==> config.mk <==
export PLATFORM = sky130hd
export DESIGN_NAME = srg_top
export DESIGN_NICKNAME = d
export VERILOG_FILES = /design/src/hw/srg_pkg.sv /design/src/hw/srg_top.sv
export VERILOG_INCLUDE_DIRS = /design/src /design/src/hw
export SDC_FILE = /design/constraint.sdc
export NUM_CORES = 2
export LEC_CHECK = 0
export ABC_AREA = 1
export BUFFER_PORTS_ARGS = -buffer_cell sky130_fd_sc_hd__buf_2
export CELL_PAD_IN_SITES_DETAIL_PLACEMENT = 1
export CELL_PAD_IN_SITES_GLOBAL_PLACEMENT = 2
export CORE_UTILIZATION = 30
export CTS_BUF_LIST = sky130_fd_sc_hd__clkbuf_8
export DETAILED_ROUTE_END_ITERATION = 8
export PLACE_DENSITY_LB_ADDON = 0.2
export SYNTH_ARGS = -nofsm -noshare
export SYNTH_HDL_FRONTEND = slang
export SYNTH_SLANG_ARGS = --single-unit
==> constraint.sdc <==
create_clock -name REF_CLK -period 14.1 [get_ports REF_CLK]
set_clock_uncertainty 0.1 [all_clocks]
set_input_delay 0 -clock REF_CLK [delete_from_list [all_inputs] [get_ports REF_CLK]]
set_output_delay 0 -clock REF_CLK [all_outputs]
set_load 0.05 [all_outputs]
==> src/hw/srg_regs.svh <==
`ifndef SRG_REGS_SVH
`define SRG_REGS_SVH
// register byte offsets
`define SRG_OFF_CTRL     8'h00
`define SRG_OFF_WHOLE    8'h04
`define SRG_OFF_FRAC     8'h08
`define SRG_OFF_CHDIV    8'h0c
`define SRG_OFF_STAT     8'h10
`define SRG_OFF_PERIOD   8'h14
// field positions and widths
`define SRG_CTRL_XFER    0
`define SRG_WHOLE_W      24
`define SRG_FRAC_W       32
// reset values
`define SRG_RST_WHOLE    24'h000040
`define SRG_RST_FRAC     32'h00000000
`define SRG_RST_CHDIV    8'h00
// timing and rate figures
`define SRG_TDELAY_NS    2000
`define SRG_LOCK_FAST_US 5500
`define SRG_LOCK_SLOW_MS 6000
`define SRG_SETTLE_PER   512
`define SRG_ODR_MIN_SPS  10
`define SRG_ODR_MAX_SPS  1496000
`define SRG_FINE_MIN_SPS 10000
`define SRG_FINE_DELTA   500
`endif

==> src/hw/srg_pkg.sv <==
package srg_pkg;
   typedef enum logic [1:0] {SRG_FIR, SRG_SINC6, SRG_SINC3, SRG_SINC3_REJ} srg_filt_t;
   typedef enum logic [1:0] {ST_RUN, ST_LOCK, ST_SETTLE} srg_state_t;
   typedef logic [1:0] srg_div_t;
endpackage

==> src/hw/srg_top.sv <==
// Functional notes
// - role strap 0 selects slave with rate pin input, 1 master driving it.
// - rates from 10 SPS up to 1496 kSPS are supported.
// - slave emits one output word per external rate pulse.
// - slave rate change blanks words for changeover plus filter settling.
// - above 10 kSPS, slave changes under 500 SPS keep lock and data.
// - slave changeover is band lock time plus 512 output periods.
// - master divides the clock by a programmable ratio, from straps or registers.
// - pin master mode picks one of sixteen rates, also by filter type.
// - code 0000 gives 374/1496 kSPS, code 1111 gives 2.5/0.01 kSPS.
// - register ratio is 24-bit whole part plus 32-bit fraction.
// - new ratio takes effect only when the transfer bit is written.
// - master rate change blanks about 2 us plus filter settling.
// - in register control, each channel divides the rate by 1, 2, 4 or 8.
// - role and common straps are sampled once after reset release.
//
// Added by the designer: the address map and the APB slave port.
`include "srg_regs.svh"
`timescale 1ns/1ps
`default_nettype none
module srg_top #(
   parameter int unsigned CLK_HZ        = 10_000_000,
   parameter int unsigned LOCK_FAST_CYC = `SRG_LOCK_FAST_US * (CLK_HZ / 1_000_000),
   parameter int unsigned LOCK_SLOW_CYC = `SRG_LOCK_SLOW_MS * (CLK_HZ / 1000),
   parameter int unsigned SETTLE_WORDS  = 0,
   parameter int unsigned PER_W         = 21
) (
   input  wire logic              REF_CLK,
   input  wire logic              RST_N,
   input  wire logic              ROLE_STRAP,
   input  wire logic              CTRL_SPI_STRAP,
   input  wire logic              RATIO_STRAP0_DATACLK_DIR,
   input  wire logic              RATIO_STRAP1_DATACLK_GATING,
   input  wire logic              RATIO_STRAP2,
   input  wire logic              RATIO_STRAP3,
   input  wire srg_pkg::srg_filt_t FILTER_SEL,
   input  wire logic              RATE_PULSE_I,
   output logic                   RATE_PULSE_O,
   output logic                   RATE_PULSE_OE,
   output logic [3:0]             WORD_STROBE,
   output logic                   BLANKING,
   output logic                   DATA_CLK_DIR_OUT,
   output logic                   DATA_CLK_FREE,
   input  wire logic              PSEL,
   input  wire logic              PENABLE,
   input  wire logic              PWRITE,
   input  wire logic [7:0]        PADDR,
   input  wire logic [31:0]       PWDATA,
   output logic [31:0]            PRDATA,
   output logic                   PREADY,
   output logic                   PSLVERR
);
   import srg_pkg::*;

   localparam int unsigned TDELAY_CYC = (`SRG_TDELAY_NS * (CLK_HZ / 1000) + 999_999) / 1_000_000;
   localparam int unsigned P10K  = CLK_HZ / `SRG_FINE_MIN_SPS;
   localparam int unsigned P750K = CLK_HZ / 750_000;
   localparam int unsigned P374K = CLK_HZ / 374_000;
   localparam int unsigned P1460 = CLK_HZ / 1460;
   localparam int unsigned P732  = CLK_HZ / 732;
   localparam int unsigned P366  = CLK_HZ / 366;
   localparam int unsigned P183  = CLK_HZ / 183;
   localparam int unsigned P91   = CLK_HZ * 10 / 915;
   localparam int unsigned P45   = CLK_HZ * 10 / 457;
   localparam int unsigned P22   = CLK_HZ * 10 / 228;
   localparam int unsigned P11   = CLK_HZ * 10 / 114;

   // slowest rate must fit the period counter
   if (CLK_HZ / `SRG_ODR_MIN_SPS >= (64'd1 << PER_W) || CLK_HZ > 400_000_000) begin : g_chk
      $error("srg_top: CLK_HZ and PER_W cannot cover the rate range");
   end

   // fixed pin-mode rate table in SPS: wideband, sinc6, sinc3
   function automatic logic [20:0] pin_rate(input logic [3:0] c, input srg_filt_t f);
      logic [62:0] r;
      r = '0;
      case (c)
         4'h0: r = {21'd374000, 21'd1496000, 21'd1496000};
         4'h1: r = {21'd325000, 21'd1250000, 21'd1000000};
         4'h2: r = {21'd285000, 21'd1000000, 21'd750000};
         4'h3: r = {21'd256000, 21'd750000, 21'd375000};
         4'h4: r = {21'd235000, 21'd500000, 21'd187500};
         4'h5: r = {21'd200000, 21'd375000, 21'd128000};
         4'h6: r = {21'd175000, 21'd325000, 21'd64000};
         4'h7: r = {21'd128000, 21'd256000, 21'd32000};
         4'h8: r = {21'd100000, 21'd175000, 21'd16000};
         4'h9: r = {21'd80000, 21'd128000, 21'd5000};
         4'ha: r = {21'd64000, 21'd80000, 21'd2500};
         4'hb: r = {21'd32000, 21'd64000, 21'd1250};
         4'hc: r = {21'd16000, 21'd32000, 21'd625};
         4'hd: r = {21'd10000, 21'd10000, 21'd60};
         4'he: r = {21'd5000, 21'd5000, 21'd50};
         default: r = {21'd2500, 21'd2500, 21'd10};
      endcase
      case (f)
         SRG_FIR: return r[62:42];
         SRG_SINC6: return r[41:21];
         default: return r[20:0];
      endcase
   endfunction

   // lock band: bit 3 picks the slow base, low bits the doubling count
   function automatic logic [3:0] lock_band(input logic [PER_W-1:0] p, input logic s3);
      if (p <= P750K) return 4'h0;
      else if (p <= P374K) return 4'h1;
      else if (!s3 || p <= P1460) return 4'h2;
      else if (p <= P732) return 4'h3;
      else if (p <= P366) return 4'h4;
      else if (p <= P183) return 4'h8;
      else if (p <= P91) return 4'h9;
      else if (p <= P45) return 4'ha;
      else if (p <= P22) return 4'hb;
      else if (p <= P11) return 4'hc;
      else return 4'hd;
   endfunction

   logic [1:0]       rs_q;
   logic             rst_n;
   logic             strap_ok_q, master_q, spi_q, dir_q, free_q;
   logic [23:0]      whole_q;
   logic [31:0]      frac_q;
   logic [55:0]      act_q;
   logic [7:0]       chdiv_q;
   logic             wr, xfer_w, mchg, schg, chg, edge_s, evt, word;
   logic [5:0]       pin_q;
   logic [56:0]      acc_q, step, modv, sum;
   logic             mp_q, in_q, seen_q, valid_q, s3, big;
   logic [PER_W-1:0] cnt_q, per_q, dp;
   logic [3:0]       lb;
   logic [31:0]      ltgt, lcnt_q;
   logic [15:0]      scnt_q;
   srg_state_t       state_q;
   logic [7:0]       div_eff;

   // reset release through two flops
   always_ff @(posedge REF_CLK or negedge RST_N) begin
      if (!RST_N) rs_q <= 2'h0;
      else rs_q <= {rs_q[0], 1'b1};
   end
   assign rst_n = rs_q[1];

   // straps caught once, first edge after release
   always_ff @(posedge REF_CLK or negedge rst_n) begin
      if (!rst_n) begin
         strap_ok_q <= 1'b0;
         master_q   <= 1'b0;
         spi_q      <= 1'b0;
         dir_q      <= 1'b0;
         free_q     <= 1'b0;
      end else if (!strap_ok_q) begin
         strap_ok_q <= 1'b1;
         master_q   <= ROLE_STRAP;
         spi_q      <= CTRL_SPI_STRAP;
         dir_q      <= RATIO_STRAP0_DATACLK_DIR;
         free_q     <= RATIO_STRAP1_DATACLK_GATING;
      end
   end
   assign RATE_PULSE_OE    = master_q;
   assign DATA_CLK_DIR_OUT = dir_q;
   assign DATA_CLK_FREE    = free_q && !(master_q && !spi_q); // pin master: gated only

   // apb write side, zero wait states
   assign PREADY = 1'b1;
   assign wr     = PSEL && PENABLE && PWRITE;
   assign xfer_w = wr && PADDR == `SRG_OFF_CTRL && PWDATA[`SRG_CTRL_XFER];
   always_ff @(posedge REF_CLK or negedge rst_n) begin
      if (!rst_n) begin
         whole_q <= `SRG_RST_WHOLE;
         frac_q  <= `SRG_RST_FRAC;
         act_q   <= {`SRG_RST_WHOLE, `SRG_RST_FRAC};
         chdiv_q <= `SRG_RST_CHDIV;
      end else begin
         if (wr && PADDR == `SRG_OFF_WHOLE) whole_q <= PWDATA[23:0];
         if (wr && PADDR == `SRG_OFF_FRAC) frac_q <= PWDATA;
         if (wr && PADDR == `SRG_OFF_CHDIV) chdiv_q <= PWDATA[7:0];
         if (xfer_w) act_q <= {whole_q, frac_q};
      end
   end

   // read data and error latched in setup phase
   always_ff @(posedge REF_CLK or negedge rst_n) begin
      if (!rst_n) begin
         PRDATA  <= 32'h0;
         PSLVERR <= 1'b0;
      end else if (PSEL && !PENABLE) begin
         PSLVERR <= 1'b0;
         case (PADDR)
            `SRG_OFF_CTRL: PRDATA <= 32'h0;
            `SRG_OFF_WHOLE: PRDATA <= {8'h0, whole_q};
            `SRG_OFF_FRAC: PRDATA <= frac_q;
            `SRG_OFF_CHDIV: PRDATA <= {24'h0, chdiv_q};
            `SRG_OFF_STAT: PRDATA <= {26'h0, state_q, valid_q, spi_q, master_q, BLANKING};
            `SRG_OFF_PERIOD: PRDATA <= 32'(per_q);
            default: begin
               PRDATA  <= 32'h0;
               PSLVERR <= 1'b1;
            end
         endcase
      end
   end

   // master rate change detect: pin code/filter or transfer bit
   assign mchg = strap_ok_q && master_q &&
                 (spi_q ? xfer_w : ({RATIO_STRAP3, RATIO_STRAP2, RATIO_STRAP1_DATACLK_GATING,
                                     RATIO_STRAP0_DATACLK_DIR, FILTER_SEL} != pin_q));
   always_ff @(posedge REF_CLK or negedge rst_n) begin
      if (!rst_n) pin_q <= 6'h0;
      else pin_q <= {RATIO_STRAP3, RATIO_STRAP2, RATIO_STRAP1_DATACLK_GATING,
                     RATIO_STRAP0_DATACLK_DIR, FILTER_SEL};
   end

   // phase accumulator: step per clock against modulus
   assign step = spi_q ? (57'h1 << 32) : 57'(pin_rate({RATIO_STRAP3, RATIO_STRAP2,
                 RATIO_STRAP1_DATACLK_GATING, RATIO_STRAP0_DATACLK_DIR}, FILTER_SEL));
   assign modv = spi_q ? {1'b0, act_q} : 57'(CLK_HZ);
   assign sum  = acc_q + step;
   always_ff @(posedge REF_CLK or negedge rst_n) begin
      if (!rst_n) begin
         acc_q <= 57'h0;
         mp_q  <= 1'b0;
      end else if (!master_q || mchg || modv == 57'h0) begin
         acc_q <= 57'h0;
         mp_q  <= 1'b0;
      end else if (modv <= step) begin // ratio of one or below: every clock
         acc_q <= 57'h0;
         mp_q  <= 1'b1;
      end else if (sum >= modv) begin
         acc_q <= sum - modv;
         mp_q  <= 1'b1;
      end else begin
         acc_q <= sum;
         mp_q  <= 1'b0;
      end
   end
   assign RATE_PULSE_O = mp_q && master_q;

   // slave pulse edge and period tracking
   assign edge_s = RATE_PULSE_I && !in_q && !master_q && strap_ok_q;
   assign dp     = cnt_q > per_q ? cnt_q - per_q : per_q - cnt_q;
   assign big    = dp > 1 && (per_q >= P10K ||
                   64'(dp) * 64'(CLK_HZ) >= 64'(`SRG_FINE_DELTA) * 64'(per_q) * 64'(per_q));
   assign schg   = edge_s && seen_q && (!valid_q || big);
   always_ff @(posedge REF_CLK or negedge rst_n) begin
      if (!rst_n) begin
         in_q    <= 1'b0;
         cnt_q   <= '0;
         per_q   <= '0;
         seen_q  <= 1'b0;
         valid_q <= 1'b0;
      end else begin
         in_q <= RATE_PULSE_I;
         if (edge_s) begin
            cnt_q  <= PER_W'(1);
            seen_q <= 1'b1;
            if (seen_q) begin
               per_q   <= cnt_q;
               valid_q <= 1'b1;
            end
         end else if (!(&cnt_q)) cnt_q <= cnt_q + PER_W'(1);
      end
   end

   // changeover length for the new slave rate
   assign s3   = FILTER_SEL == SRG_SINC3 || FILTER_SEL == SRG_SINC3_REJ;
   assign lb   = lock_band(cnt_q, s3);
   assign ltgt = lb[3] ? (LOCK_SLOW_CYC << lb[2:0]) : (LOCK_FAST_CYC << lb[2:0]);

   // blanking sequencer: lock wait, then settle words
   assign chg = mchg || schg;
   assign evt = master_q ? mp_q : edge_s;
   always_ff @(posedge REF_CLK or negedge rst_n) begin
      if (!rst_n) begin
         state_q <= ST_RUN;
         lcnt_q  <= 32'h0;
         scnt_q  <= 16'h0;
      end else if (chg) begin
         state_q <= ST_LOCK;
         lcnt_q  <= master_q ? 32'(TDELAY_CYC - 1) : ltgt - 32'h1;
         scnt_q  <= master_q ? 16'(SETTLE_WORDS) : 16'(`SRG_SETTLE_PER + SETTLE_WORDS);
      end else begin
         case (state_q)
            ST_LOCK: begin
               if (lcnt_q == 32'h0) state_q <= scnt_q == 16'h0 ? ST_RUN : ST_SETTLE;
               else lcnt_q <= lcnt_q - 32'h1;
            end
            ST_SETTLE: begin
               if (evt) begin
                  if (scnt_q == 16'h1) state_q <= ST_RUN;
                  scnt_q <= scnt_q - 16'h1;
               end
            end
            default: state_q <= ST_RUN;
         endcase
      end
   end
   assign BLANKING = state_q != ST_RUN;
   assign word     = evt && !chg && state_q == ST_RUN && (master_q || valid_q);

   // per-channel rate dividers
   assign div_eff = spi_q ? chdiv_q : 8'h0;
   for (genvar ch = 0; ch < 4; ch++) begin : g_ch
      srg_div_t   sel;
      logic [2:0] dc_q;
      logic       ws_q;
      assign sel = div_eff[2*ch +: 2];
      always_ff @(posedge REF_CLK or negedge rst_n) begin
         if (!rst_n) begin
            dc_q <= 3'h0;
            ws_q <= 1'b0;
         end else begin
            ws_q <= word && dc_q == 3'h0;
            if (word) dc_q <= (dc_q + 3'h1) & ((3'h1 << sel) - 3'h1);
         end
      end
      assign WORD_STROBE[ch] = ws_q;
   end
endmodule
`default_nettype wire

==> impl_summary.txt <==
----------------------------------------------------
[Run status]
  Outcome ... finished clean

[Setup path]
  Capture point of the worst reg-to-reg path ... g_ch[0].dc_q[1]
  Required time reported for the critical path endpoint ... roughly 15 ns
  Reg-to-reg slack, setup ... between 0.6 and 0.7 ns
  Depth of the worst register-to-register path ... 59
  Reg2Reg Launch Point ... per_q[3]
  Delay of the slowest critical-path stage ... between 0.6 and 0.7 ns
  Data arrival, critical path ... 13.92 ns
  Nature of the critical path startpoint ... flop
  Kind of critical path ... flop to flop
  Standard cell with the maximum stage delay on the critical path ... fa_1
  Highest net fanout along the worst path ... 28
  Type of destination of the critical path ... flop
  Cell repeated most along the worst path ... nand2_1

[Drt]
  Routed len/inst ... between 20 and 25 um
  First-iteration detailed-routing DRC count ... 2456
  Routed WL ... about 230 mm
  Highest Signal Layer ... met4
  Number of vias per cell ... 4.92
  Via total after detailed routing ... slightly above 50000
  Routed length on met3 ... around 5.7 mm
  Pre-antenna DRT Iters ... 5
  DR WL met2 ... roughly 110 mm
  DRC violations left ... 0
  Post-detailed-route count of antenna-violating nets ... 0
  Detailed-route wire length on metal 1 ... between 100 and 150 mm

[CTS]
  Number of H-tree branching levels ... 3
  Later-pin clock latency in the skew report ... approximately 0.74 ns
  Clock Tree Buf Depth ... 3
  Register clock-pin slew on the reported worst setup and hold paths ... ~0.060 ns
  Number of buffers created by CTS ... 70
  TritonCTS clock tree ... built
  Clock root buffer ... clkbuf_8
  Num Clock Sinks ... between 300 and 400

[GRT]
  Number of antenna violations at the first check in global routing ... 6
  Vias in the first global route ... between 50000 and 60000
  Global-route usage over all layers ... 24.3%
  Largest net degree at the start of global routing ... 140
  Global-route wire length before repair ... ~350 mm
  Residual overflow from global routing ... 0

[Floorplanning]
  Height of the die ... 437 um
  Width of the chip ... between 400 and 500 um
  Area of the core ... about 0.19 mm2
  Total die area ... roughly 0.19 mm2
  Effective utilization at floorplan ... between 30% and 40%
  Number of ports placed on the die boundary ... 97
  Rows ... between 150 and 200

[Placed design]
  RD Place Congestion ... 0.916
  DP Wirelength ... about 190 mm
  Placement Setup Slack ... slightly above 0.5 ns
  Number of I/O port buffers ... between 90 and 100

[Final layout]
  Share of post-route cells with drive strength above 1 ... 7.42%
  Leading cell types in the layout, fill and taps excluded ... 1514 x nand2_1, 1406 x inv_1, 790 x nor2_1, 667 x fa_1, 635 x ha_1
  Most common library cell in the layout ignoring fill and taps ... nand2_1
  Final layout net count ... ~9000
  # fillers ... about 23000
  Storage element area ... ~0.0084 mm2
  Syn-to-layout area delta ... 10.7%
  Multi-input logic area ... approximately 0.042 mm2

[Yosys]
  Proportion of synthesized flip-flops having asynchronous set or reset ... 100%
  Gate Count Post-Synth ... 7511
  Synthesized cell area ... between 0.05 and 0.06 mm2
  Post-synthesis sequential element count ... 335
  Yosys cell types ... 75
  Prevailing post-synth register cell ... dfrtp_1
  Warning count from the yosys run ... 0
  Proportion of synthesized chip area in sequential cells ... between 10% and 20%
  Number of enable flip-flop cells after synthesis ... 0
  Post-synthesis average cell area ... roughly 7.5 um2

[Timing]
  Worst Max-Slew Pin Slew ... roughly 1.0 ns
  Post-route fraction of the period consumed by the critical path ... 95.3%
  Worst setup margin ... around 0.66 ns
  Worst slew margin relative to its limit ... between 30 and 40%
  Finish-stage setup viols ... 0
  Final critical path time including I/O delays and setup ... ~13 ns
  Pins over their slew limit ... 0
  F_max ... around 0.074 GHz
  Final Hold Fails ... 0
  Worst hold slack ... about 0.065 ns

[Run]
  Maximum capacitance violations ... 0

[Worst hold path]
  Class of the tightest hold or removal check ... input port to asynchronous set/reset pin

----------------------------------------------------
## flip-flops by register name (all words and copies together) (netlist names), 8 cells and up
register   cells
lcnt_q        32
act_q         56
g_ch.dc_q     12
PRDATA        32
scnt_q        16
per_q         21
cnt_q         21
acc_q         57
chdiv_q        8
frac_q        32
whole_q       24
## area by class of cell
class,count,share of cell area [%]
Multi-Input combinational cell,5530,66.8
Tap cell,2495,4.98
Clock buffer,86,1.89
Inverter,1431,8.61
Timing Repair Buffer,319,3.84
Sequential cell,335,13.4
Clock inverter,40,0.467
Antenna cell,5,0.0199
## metal layers
layer  global-route usage (%)  vias to the layer above
li1                         -                    23900
met1                     31.8                    25400
met2                     41.4                      793
met3                     1.77                      312
met4                     9.84                        0
met5                        0                        -
## synth_stat cells (20+ instances only)
cell	count	area, um2
o21ai_0	383	1920
o21bai_1	22	165
nand2_1	1516	5690
nand2_2	21	131
a21oi_1	363	1820
clkbuf_1	144	541
o21ai_1	57	285
a21o_1	30	225
inv_2	29	109
inv_1	1390	5220
buf_4	21	158
o22ai_1	28	175
nand3_1	243	1220
nor2_1	793	2980
nor4_1	38	238
xnor2_1	87	762
buf_2	28	140
ha_1	637	7970
nand4_1	71	444
fa_1	667	13400
xor2_1	161	1410
nor2_2	20	125
mux2_2	22	248
a31oi_1	34	213
dfrtp_1	333	8330
nor3_1	78	390
or2_2	56	350
## stage by stage
step / util [%] / setup TNS, ns / cells / instance area, um2
final: 33.4 / 0 / 10200 / 62700
after global routing: 33.4 / -0.0858 / 10200 / 62700
after CTS: 33.4 / 0 / 10200 / 62600
after detailed placement: 32.1 / 0 / 10000 / 60300
after global placement: 32.1 / 0 / 10000 / 60300
after floorplan: - / 0 / 7513 / 56700
## logic make-up after synthesis
logic type      synth area share (%)
buf+inv                         11.3
compound gates                  10.5
simple gates                    21.4
mux                            0.473
other cells                  0.00662
flops                           14.8
xor+xnor                        3.83
fa+ha+maj                       37.6
## critical path: cells and delay by family (launching register included)
| family | cells | cell delay, ns |
|---|---|---|
| adders and majority gates | 14 | 6.76 |
| and+or+nand+nor | 24 | 2.79 |
| AOI/OAI and AO/OA | 11 | 1.90 |
| buffers and inverters | 9 | 1.06 |
| DFF | 1 | 0.44 |
| xor gates and xnor gates | 1 | 0.14 |
## worst max path at each step
stage	from	end	slack (ns)	depth (start not counted)
6_report	per_q[3]	g_ch[0].dc_q[1]	0.66	59
5_1_grt	per_q[4]	g_ch[0].dc_q[2]	-0.02	57
4_1_cts	per_q[4]	scnt_q[6]	0.42	54
3_5_place_dp	per_q[2]	scnt_q[6]	0.52	54
3_3_place_gp	per_q[4]	scnt_q[10]	0.54	53
2_1_floorplan	per_q[5]	g_ch[0].dc_q[1]	1.68	63
## repair_timing
action | 4_1_cts | 5_1_grt
setup buffers | 0 | 5
gates resized for setup | 0 | 22
hold buffers | 82 | 0
setup endpoints to repair | 0 | 57
hold endpoints to repair | 131 | 0
Power is left out: the tool's default activity adds up to more than one toggle a clock period on the data nets, which glitch-free logic cannot reach.
